### config.mk
export PLATFORM = sky130hd
export DESIGN_NAME = sbc_cmd_fsm
export DESIGN_NICKNAME = d
export VERILOG_FILES = /design/src/rtl/sbc_pkg.sv /design/src/rtl/sbc_bank.sv /design/src/rtl/sbc_cmd_fsm.sv
export SDC_FILE = /design/constraint.sdc
export NUM_CORES = 1
export LEC_CHECK = 0
export ABC_AREA = 0
export BUFFER_PORTS_ARGS = -buffer_cell sky130_fd_sc_hd__buf_2
export CAP_MARGIN = 20
export CORE_UTILIZATION = 45
export DETAILED_ROUTE_END_ITERATION = 10
export GPL_ROUTABILITY_DRIVEN = 0
export SLEW_MARGIN = 20
export SYNTH_ARGS = -nofsm -noshare
export SYNTH_HDL_FRONTEND = slang
export SYNTH_HIERARCHICAL = 1
export SYNTH_SLANG_ARGS = --single-unit
### constraint.sdc
create_clock -name clk -period 3.5 [get_ports clk]
set_input_delay 0.175 -clock clk [delete_from_list [all_inputs] [get_ports clk]]
set_output_delay 0.175 -clock clk [all_outputs]
set_load 0.1 [all_outputs]
### src/rtl/sbc_pkg.sv
// Package: constants, types and helpers of the SDRAM bank command logic
// How it works
// [RULE1] Chip select high is a deselect; running operations carry on.
// [RULE2] Chip select low with all strobes high is a no-op.
// [RULE3] An idle bank takes an activate and opens the addressed row.
// [RULE4] Refresh and mode load only come with every bank idle.
// [RULE5] Precharge to an idle bank leaves it idle, a no-op there.
// [RULE6] A row active bank takes a read and starts a read burst.
// [RULE7] A row active bank takes a write and starts a write burst.
// [RULE8] Precharge closes the open row of one bank or all banks.
// [RULE9] Read or write to a bursting bank restarts the burst there.
// [RULE10] Precharge during a plain read burst cuts it and precharges.
// [RULE11] Precharge during a plain write burst cuts it and precharges.
// [RULE12] Burst terminate stops the latest read or write burst, any bank.
// [RULE13] Commands count only with clock enable high now and before; the code lets refresh with clock enable just dropped enter self refresh.
// [RULE14] A precharged bank stays precharging for the row precharge time.
// [RULE15] An activated bank stays activating for the column delay.
// [RULE16] Read with auto precharge holds the bank until precharge ends.
// [RULE17] Write with auto precharge holds the bank until precharge ends.
// [RULE18] No command but burst terminate goes to a bank in a timed transitional state.
// [RULE19] Refresh, mode access and precharge-all accept only no-ops.
// [RULE20] Refresh holds the device for the refresh cycle time.
// [RULE21] Mode load holds the device for the mode register delay.
// [RULE22] Precharge-all precharges every bank for the row precharge time.
// [RULE23] Address bit ten on read or write asks for auto precharge.
// [RULE24] Address bit ten on precharge selects all banks.
// [RULE25] Commands not allowed in a bank state are never issued.
package sbc_pkg;

    localparam int SBC_CLK_MHZ   = 20;
    localparam int SBC_NUM_BANKS = 4;
    localparam int SBC_CW        = 8;

    // Timing figures in ns; plain defaults
    localparam int SBC_TRP_NS  = 20;
    localparam int SBC_ACTIVATE_TO_COLUMN_DELAY_NS = 20;
    localparam int SBC_REFRESH_CYCLE_TIME_NS = 66;
    localparam int SBC_MODE_REGISTER_DELAY_NS = 100;
    localparam int SBC_SELF_REFRESH_EXIT_TIME_NS = 100;

    // Least time rounded up to whole cycles, never below one
    function automatic int sbc_cyc(input int ns);
        int c;
        c = (ns * SBC_CLK_MHZ + 999) / 1000;
        return (c < 1) ? 1 : c;
    endfunction

    localparam logic [SBC_CW-1:0] SBC_TRP_CYC  = SBC_CW'(sbc_cyc(SBC_TRP_NS));
    localparam logic [SBC_CW-1:0] SBC_ACTIVATE_TO_COLUMN_DELAY_CYC = SBC_CW'(sbc_cyc(SBC_ACTIVATE_TO_COLUMN_DELAY_NS));
    localparam logic [SBC_CW-1:0] SBC_REFRESH_CYCLE_TIME_CYC = SBC_CW'(sbc_cyc(SBC_REFRESH_CYCLE_TIME_NS));
    localparam logic [SBC_CW-1:0] SBC_MODE_REGISTER_DELAY_CYC = SBC_CW'(sbc_cyc(SBC_MODE_REGISTER_DELAY_NS));
    localparam logic [SBC_CW-1:0] SBC_SELF_REFRESH_EXIT_TIME_CYC = SBC_CW'(sbc_cyc(SBC_SELF_REFRESH_EXIT_TIME_NS));
    localparam logic [SBC_CW-1:0] SBC_BURST_LEN = 8'h04;
    localparam logic [SBC_CW-1:0] SBC_CNT_RST   = 8'h00;
    localparam logic [SBC_CW-1:0] SBC_ONE       = 8'h01;

    // Strobe codes {row, column, write enable}
    localparam logic [2:0] SBC_CMD_LMR   = 3'h0;
    localparam logic [2:0] SBC_CMD_REF   = 3'h1;
    localparam logic [2:0] SBC_CMD_PRE   = 3'h2;
    localparam logic [2:0] SBC_CMD_ACT   = 3'h3;
    localparam logic [2:0] SBC_CMD_WR    = 3'h4;
    localparam logic [2:0] SBC_CMD_RD    = 3'h5;
    localparam logic [2:0] SBC_CMD_BTERM = 3'h6;
    localparam logic [2:0] SBC_CMD_NOP   = 3'h7;

    typedef enum logic [2:0] {
        SBC_IDLE, SBC_ACTIVATING, SBC_ACTIVE, SBC_READ,
        SBC_WRITE, SBC_READ_AP, SBC_WRITE_AP, SBC_PRECHARGING
    } sbc_bank_e;

    typedef enum logic [2:0] {
        SBC_RUN, SBC_REFRESH, SBC_MODEREG, SBC_PREALL,
        SBC_SELFREF, SBC_EXIT
    } sbc_dev_e;

    typedef struct packed {
        logic       cke;
        logic       cs_n;
        logic       ras_n;
        logic       cas_n;
        logic       we_n;
        logic [1:0] bank_addr;
        logic       auto_precharge_select_bit;
    } sbc_pins_s;

    // Deselected, clock enable high
    localparam sbc_pins_s SBC_PINS_RST = 8'hF8;

    typedef struct packed {
        logic act;
        logic rd;
        logic wr;
        logic pre;
        logic ap;
        logic bterm;
    } sbc_bank_cmd_s;

    typedef struct packed {
        sbc_bank_e         st;
        logic [SBC_CW-1:0] cnt;
    } sbc_bank_s;

    typedef struct packed {
        sbc_pins_s         s1;
        sbc_pins_s         s2;
        logic              cke_prev;
        sbc_dev_e          dev;
        logic [SBC_CW-1:0] cnt;
        logic [1:0]        last_bank;
        logic              taken;
        logic              illegal;
    } sbc_top_s;

endpackage

### src/rtl/sbc_bank.sv
// One bank's state sequencer with its timing counter
`timescale 1ns/100ps
module sbc_bank
    import sbc_pkg::*;
#(
    parameter logic [SBC_CW-1:0] BURST_LEN = SBC_BURST_LEN
) (
    // Clock and reset
    input  wire logic          clk,
    input  wire logic          rst_n,
    // Command from the decoder
    input  wire sbc_bank_cmd_s cmd,
    // Bank state
    output sbc_bank_e          state
);

    sbc_bank_s r;
    sbc_bank_s n;

    always_comb begin
        n = r;
        if (r.cnt != SBC_CNT_RST) begin
            n.cnt = r.cnt - SBC_ONE;
        end
        case (r.st)
            SBC_IDLE: begin
                // A precharge here is dropped [RULE5]
                if (cmd.act) begin
                    n.st  = SBC_ACTIVATING; // [RULE3]
                    n.cnt = SBC_ACTIVATE_TO_COLUMN_DELAY_CYC - SBC_ONE; // [RULE15]
                end
            end
            SBC_ACTIVATING: begin
                if (r.cnt == SBC_CNT_RST) begin
                    n.st = SBC_ACTIVE; // [RULE15]
                end
            end
            SBC_ACTIVE, SBC_READ, SBC_WRITE: begin
                if (r.st != SBC_ACTIVE && r.cnt == SBC_CNT_RST) begin
                    n.st = SBC_ACTIVE;
                end
                if (cmd.bterm) begin
                    n.st = SBC_ACTIVE; // [RULE12]
                end
                if (cmd.rd || cmd.wr) begin // [RULE6] [RULE7] [RULE9]
                    if (cmd.rd) begin
                        n.st = cmd.ap ? SBC_READ_AP : SBC_READ;
                    end else begin
                        n.st = cmd.ap ? SBC_WRITE_AP : SBC_WRITE;
                    end
                    // Auto precharge folds burst and precharge in one span
                    n.cnt = cmd.ap ? BURST_LEN + SBC_TRP_CYC - SBC_ONE
                                   : BURST_LEN - SBC_ONE; // [RULE16] [RULE17]
                end
                if (cmd.pre) begin // [RULE8] [RULE10] [RULE11]
                    n.st  = SBC_PRECHARGING;
                    n.cnt = SBC_TRP_CYC - SBC_ONE; // [RULE14]
                end
            end
            SBC_READ_AP, SBC_WRITE_AP: begin
                if (cmd.bterm) begin
                    n.st  = SBC_PRECHARGING;
                    n.cnt = SBC_TRP_CYC - SBC_ONE;
                end else if (r.cnt == SBC_CNT_RST) begin
                    n.st = SBC_IDLE; // [RULE16] [RULE17]
                end
            end
            SBC_PRECHARGING: begin
                if (r.cnt == SBC_CNT_RST) begin
                    n.st = SBC_IDLE; // [RULE14]
                end
            end
            default: begin
                n.st = SBC_IDLE;
            end
        endcase
    end

    always_ff @(posedge clk) begin
        if (!rst_n) begin
            r.st  <= SBC_IDLE;
            r.cnt <= SBC_CNT_RST;
        end else begin
            r <= n;
        end
    end

    assign state = r.st;
endmodule

### src/rtl/sbc_cmd_fsm.sv
// Top: pin capture, command decode and device-wide state of the SDRAM
`timescale 1ns/100ps
module sbc_cmd_fsm
    import sbc_pkg::*;
(
    // Clock and reset
    input  wire logic clk,
    input  wire logic rst_n,

    // Command pins
    input  wire logic       cke,
    input  wire logic       cs_n,
    input  wire logic       ras_n,
    input  wire logic       cas_n,
    input  wire logic       we_n,
    input  wire logic [1:0] bank_addr,
    input  wire logic       auto_precharge_select_bit,

    // Status
    output sbc_bank_e [SBC_NUM_BANKS-1:0] bank_state,
    output sbc_dev_e                      dev_state,
    output logic                          cmd_taken,
    output logic                          cmd_illegal
);

    // ************************************************************
    // Declarations
    // ************************************************************

    sbc_top_s                          r;
    sbc_top_s                          n;
    sbc_pins_s                         pins_in;
    sbc_pins_s                         p;
    sbc_bank_cmd_s [SBC_NUM_BANKS-1:0] bcmd;
    logic [2:0]                        code;
    logic                              live;
    logic                              all_idle;
    logic                              any_busy;
    logic                              tgt_ok;
    sbc_bank_e                         tgt_st;

    // Bank may take this command in this state
    function automatic logic cmd_ok(
        input sbc_bank_e  st,
        input logic [2:0] c
    );
        logic ok;
        ok = 1'b0;
        case (st)
            SBC_IDLE: begin
                ok = (c == SBC_CMD_ACT) || (c == SBC_CMD_PRE);
            end
            SBC_ACTIVE, SBC_READ, SBC_WRITE: begin
                ok = (c == SBC_CMD_RD) || (c == SBC_CMD_WR)
                  || (c == SBC_CMD_PRE);
            end
            default: begin
                ok = 1'b0;
            end
        endcase
        return ok;
    endfunction

    // ************************************************************
    // Pin capture
    // ************************************************************

    assign pins_in = '{
        cke:                       cke,
        cs_n:                      cs_n,
        ras_n:                     ras_n,
        cas_n:                     cas_n,
        we_n:                      we_n,
        bank_addr:                 bank_addr,
        auto_precharge_select_bit: auto_precharge_select_bit
    };

    // Only the second stage is read by logic
    assign p    = r.s2;
    assign code = {p.ras_n, p.cas_n, p.we_n};

    // ************************************************************
    // Decode
    // ************************************************************

    // Deselect blocks execution; clock enable low blocks all but self refresh entry
    assign live = r.cke_prev && p.cke && !p.cs_n
               && (r.dev == SBC_RUN); // [RULE1] [RULE13]

    always_comb begin
        all_idle = 1'b1;
        any_busy = 1'b0;
        for (int i = 0; i < SBC_NUM_BANKS; i++) begin
            if (bank_state[i] != SBC_IDLE) begin
                all_idle = 1'b0;
            end
            if (bank_state[i] inside {SBC_ACTIVATING,
                    SBC_PRECHARGING, SBC_READ_AP, SBC_WRITE_AP}) begin
                any_busy = 1'b1;
            end
        end
    end

    assign tgt_st = bank_state[p.bank_addr];
    assign tgt_ok = cmd_ok(tgt_st, code); // [RULE18] [RULE25]

    always_comb begin
        n         = r;
        n.s1      = pins_in;
        n.s2      = r.s1;
        n.cke_prev = r.s2.cke;
        n.taken   = 1'b0;
        n.illegal = 1'b0;
        bcmd      = '0;
        if (r.cnt != SBC_CNT_RST) begin
            n.cnt = r.cnt - SBC_ONE;
        end

        case (r.dev)
            SBC_RUN: begin
                if (live) begin
                    case (code)
                        SBC_CMD_NOP: begin
                            n.taken = 1'b0; // [RULE2]
                        end
                        SBC_CMD_ACT, SBC_CMD_RD, SBC_CMD_WR: begin
                            if (tgt_ok) begin
                                n.taken = 1'b1;
                                bcmd[p.bank_addr].act =
                                    (code == SBC_CMD_ACT); // [RULE3]
                                bcmd[p.bank_addr].rd =
                                    (code == SBC_CMD_RD); // [RULE6]
                                bcmd[p.bank_addr].wr =
                                    (code == SBC_CMD_WR); // [RULE7]
                                bcmd[p.bank_addr].ap =
                                    p.auto_precharge_select_bit; // [RULE23]
                                if (code != SBC_CMD_ACT) begin
                                    n.last_bank = p.bank_addr;
                                end
                            end else begin
                                n.illegal = 1'b1; // [RULE18]
                            end
                        end
                        SBC_CMD_PRE: begin
                            if (p.auto_precharge_select_bit) begin
                                // Every bank must be fit to precharge
                                if (!any_busy) begin // [RULE22]
                                    n.taken = 1'b1;
                                    n.dev   = SBC_PREALL;
                                    n.cnt   = SBC_TRP_CYC - SBC_ONE;
                                    for (int i = 0; i < SBC_NUM_BANKS;
                                         i++) begin
                                        bcmd[i].pre = 1'b1; // [RULE24]
                                    end
                                end else begin
                                    n.illegal = 1'b1;
                                end
                            end else if (tgt_ok) begin
                                n.taken = 1'b1;
                                bcmd[p.bank_addr].pre = 1'b1; // [RULE8]
                            end else begin
                                n.illegal = 1'b1;
                            end
                        end
                        SBC_CMD_BTERM: begin
                            // Follows the last burst, not the bank pins
                            n.taken = 1'b1;
                            bcmd[r.last_bank].bterm = 1'b1; // [RULE12]
                        end
                        SBC_CMD_REF, SBC_CMD_LMR: begin
                            if (all_idle) begin // [RULE4]
                                n.taken = 1'b1;
                                if (code == SBC_CMD_REF) begin
                                    n.dev = SBC_REFRESH; // [RULE20]
                                    n.cnt = SBC_REFRESH_CYCLE_TIME_CYC - SBC_ONE;
                                end else begin
                                    n.dev = SBC_MODEREG; // [RULE21]
                                    n.cnt = SBC_MODE_REGISTER_DELAY_CYC - SBC_ONE;
                                end
                            end else begin
                                n.illegal = 1'b1;
                            end
                        end
                        default: begin
                            n.illegal = 1'b1;
                        end
                    endcase
                end else if (r.cke_prev && !p.cke && !p.cs_n
                             && code == SBC_CMD_REF && all_idle) begin
                    n.dev   = SBC_SELFREF;
                    n.taken = 1'b1;
                end
            end
            SBC_REFRESH, SBC_MODEREG, SBC_PREALL, SBC_EXIT: begin
                // Commands here are dropped and flagged
                if (!p.cs_n && code != SBC_CMD_NOP) begin
                    n.illegal = 1'b1; // [RULE19]
                end
                if (r.cnt == SBC_CNT_RST) begin
                    n.dev = SBC_RUN; // [RULE20] [RULE21] [RULE22]
                end
            end
            SBC_SELFREF: begin
                if (p.cke) begin
                    n.dev = SBC_EXIT; // [RULE13]
                    n.cnt = SBC_SELF_REFRESH_EXIT_TIME_CYC - SBC_ONE;
                end
            end
            default: begin
                n.dev = SBC_RUN;
            end
        endcase
    end

    // ************************************************************
    // State register
    // ************************************************************

    always_ff @(posedge clk) begin
        if (!rst_n) begin
            r.s1        <= SBC_PINS_RST;
            r.s2        <= SBC_PINS_RST;
            r.cke_prev  <= 1'b1;
            r.dev       <= SBC_RUN;
            r.cnt       <= SBC_CNT_RST;
            r.last_bank <= 2'h0;
            r.taken     <= 1'b0;
            r.illegal   <= 1'b0;
        end else begin
            r <= n;
        end
    end

    assign dev_state   = r.dev;
    assign cmd_taken   = r.taken;
    assign cmd_illegal = r.illegal;

    // ************************************************************
    // Banks
    // ************************************************************

    for (genvar g = 0; g < SBC_NUM_BANKS; g++) begin : g_bank
        sbc_bank #(
            .BURST_LEN (SBC_BURST_LEN)
        ) u_bank (
            .clk   (clk),
            .rst_n (rst_n),
            .cmd   (bcmd[g]),
            .state (bank_state[g])
        );
    end
endmodule

==> results_dict.tcl <==
set metrics [dict create \
    fmax_mhz 304.8 \
    synth.area.top_cells "dfxtp_1 30%, nor2_1 6.0%, xnor2_1 3.5%, nor3_1 3.0%, nand2_1 2.8%" \
    drv_slew 0 \
    clk_pin_slew_worst_paths_ps 90 \
    hold_path.startpoint "rst_n" \
    ant_nets 0 \
    clock_latency_ps 370 \
    placed_cell_area_um2 5328 \
    hp-class "in2reg" \
    slew_headroom_pct 51.48 \
    crit_type "reg2reg" \
    cpLargestDelayFamily "simple AND/OR/NAND/NOR gates" \
    ioPinCount 27 \
    initial_core_util_pct 46.58 \
    drc_errors 0 \
    syn-num-nets 647 \
    drt_iter0_drc 253 \
    crit_start "p[1]$_SDFF_PN0_" \
    synth_area_leader_cell "dfxtp_1" \
    fin_crit_ps 3281 \
    arrival_ps 3580 \
    tns_ps 0 \
    finalCritPeriodShare_pct 93.75 \
    pwr_density_cell_nw_per_um2 624.3 \
    tightest_slew_ps 727.8 \
    final_hold_viol_count 0 \
    final-setup-viol-count 0 \
    rsz0062_at_grt "no" \
    netlist_area_um2 5071 \
    r2r_start "p[1]$_SDFF_PN0_" \
    r2r_slack_ps 220 \
    via_per_inst 5.601 \
    syn-instance-count 627 \
    cts_tree "built" \
    cts.path.max_buffers 2 \
    root_buffer "clkbuf_8" \
    ys_warn_count 6 \
    nNetsFinal 674 \
    grt_pass1_wl_um 20010 \
    synthArstFlopShare_pct 0 \
    crit_fanout 8 \
    cp-end-kind "flop" \
    routedWlPerCell_um 14.59 \
    r2r_end "g_bank[3].u_bank/state[1]$_SDFFE_PN0P_" \
    ir_drop_uv 368.9 \
    slowest_delay_ps 570 \
    synth_edf_count 0 \
    die-area_um2 11700 \
    ctsHtreeMaxLevel 3 \
    cp_data_required_time_ps 3800 \
    first_global_vias 4323 \
    grt-ovfl-total 0 \
    cpMaxStageDelayCell "mux4_2" \
    wl_um 11650 \
    antenna_found_initial 0 \
    maxCapViolCount 0 \
    grt_max_degree 44 \
    clock_skew_ps 13.14 \
    numCtsBuffers 9 \
    die_w_um 108.2 \
    yosysSeqAreaShare_pct 30.00 \
    synth_ff_type "dfxtp_1" \
    p_leak_uw 0.002152 \
    status "complete, no violations" \
    reg2reg_depth 10 \
    startpoint_type "flop" \
    post_cts_buffers 0 \
    fillCellCount 1025 \
    hold-path-endpoint "n[21]$_SDFF_PN1_" \
    core_region_area_um2 10890 \
    firstDrtPassIters 4 \
    synthDistinctLibCells 60 \
    area_growth_pct 11.03 \
    cp_cell_sequence "mux4_2, mux2_4, a22oi_4, nand3b_1, nor2_1, or4_1, a21oi_1, o22a_1, o21ai_0, a21boi_0" \
    critPathBufInv 0 \
    die_h_um 108.2 \
    syn_area_per_cell_um2 8.088 \
    n_antenna_cell 0 \
    numPortBuffers 26 \
    vias 4475 \
    dpl.hpwl_um 8391 \
    holdPathStages 2 \
    layout-drive-gt1-share_pct 14.72 \
    track_usage_pct 21.65 \
    design_area_um2 5630 \
    synth_seq_cells 76 \
    cts.sinks 76 \
    fp-row-count 38 \
    synth_top_area_share_pct 30.00 \
]
[timing repair]
item	CTS	global route
resized for setup	0	7
endpoints found under the setup margin	0	20
hold buffers	8	0
endpoints found under the hold margin	8	0
[cells in the final DEF (no fill, tap or decap), drive strengths merged, types with 5 or more instances in the layout]
master and count:
a211oi 9, xor2 14, o211ai 6, nor3b 7, nor4b 8, and2 11
mux2i 7, and3 7, nor3 30, nand2b 22, inv 40, nor2b 9
clkbuf 9, a21oi 26, or3b 6, buf 48, nor4 9, a21o 6
o21ai 28, nor2 81, nand3b 5, a21boi 17, o22a 8, a2111o 5
nand2 38, ha 10, nand3 17, xnor2 20, a31oi 9, dfxtp 76
dlygate4sd3 8
[cells in the mapped netlist, drive strengths merged, types with 3 or more instances]
cell and n:
nor4b 8, dfxtp 76, o2bb2ai 4, nor2 81, o211a 4, nand2b 22
a2111oi 4, nor2b 9, a21oi 26, o211ai 6, a21o 6, a21boi 17
or3b 6, mux4 3, xnor2 20, nand2 38, buf 16, clkbuf 24
and3 7, and2 11, o22ai 3, nand3 17, xor2 14, nand3b 5
nor3b 7, nor3 30, ha 10, a211o 4, mux2i 7, a32oi 4
o221ai 4, o21a 4, nor4 9, o21ai 28, a211oi 9, nor4bb 4
a31oi 9, a2111o 5, or4 4, inv 37, o22a 8
[stage by stage]
stage	power, uW	cells	setup slack [ps]	utilization, %	hold slack, ps
3_5_place_dp	2820	775	53.90	48.93	360.0
4_1_cts	3559	799	32.30	51.54	313.1
3_3_place_gp	2774	775	270.4	48.93	355.8
6_report	3515	799	218.7	51.71	328.4
2_1_floorplan	2563	627	313.9	-	248.0
5_1_grt	3819	799	74.28	51.71	339.5
[cells by family after synthesis]
group	Yosys count	synth area share, %
AO/OA/AOI/OAI	151	23.17
XOR/XNOR	34	5.872
adder cells (fa/ha/maj)	10	2.467
buffers and inverters	77	6.958
flip-flops	76	30.00
multiplexers	11	3.010
AND/OR/NAND/NOR	268	28.52
[routing by layer]
metal  share of wire (%)  wire length [um]  vias up  global-route usage (%)
met2                  46              5374       99                   35.53
met4                 1.9               219        0                   6.947
li1                    -                 -     2287                       -
met1                  47              5485     2070                   27.19
met5                   0                 0        -                       0
met3                 4.9               574       19                   6.209
[registers in the layout (all words and copies together), names as in the netlist]
| name | cells |
|---|---|
| g_bank.u_bank/r | 32 |
| g_bank.u_bank/state | 12 |
| r | 11 |
| n | 9 |
| p | 4 |
| code | 3 |
| dev_state | 3 |
| cmd_illegal | 1 |
| cmd_taken | 1 |
[worst max path at each step]
stage	end	slack [ps]	depth (start not counted)
floorplan	g_bank[3].u_bank/state[1]$_SDFFE_PN0P_	310	12
global placement	g_bank[3].u_bank/state[1]$_SDFFE_PN0P_	270	10
detailed placement	g_bank[3].u_bank/state[1]$_SDFFE_PN0P_	50	11
CTS	g_bank[3].u_bank/state[1]$_SDFFE_PN0P_	30	11
global route	g_bank[3].u_bank/state[1]$_SDFFE_PN0P_	70	11
finish	g_bank[3].u_bank/state[1]$_SDFFE_PN0P_	220	10
[final cells by class]
type / count / area [um2] / area share, %
multi-input combinational: 474 / 3214 / 57.09
sequential: 76 / 1523 / 27.04
timing repair buffer: 56 / 375.4 / 6.667
tap: 140 / 175.2 / 3.111
inverter: 37 / 138.9 / 2.467
clock buffer: 9 / 123.9 / 2.200
clock inverter: 7 / 80.08 / 1.422
[report_power, final]
group	switching [uW]	internal, uW
logic	792	669
clock network	370	338
registers	245	1100
total	1410	2110
Note: power is estimated with default switching activity, not from simulation.
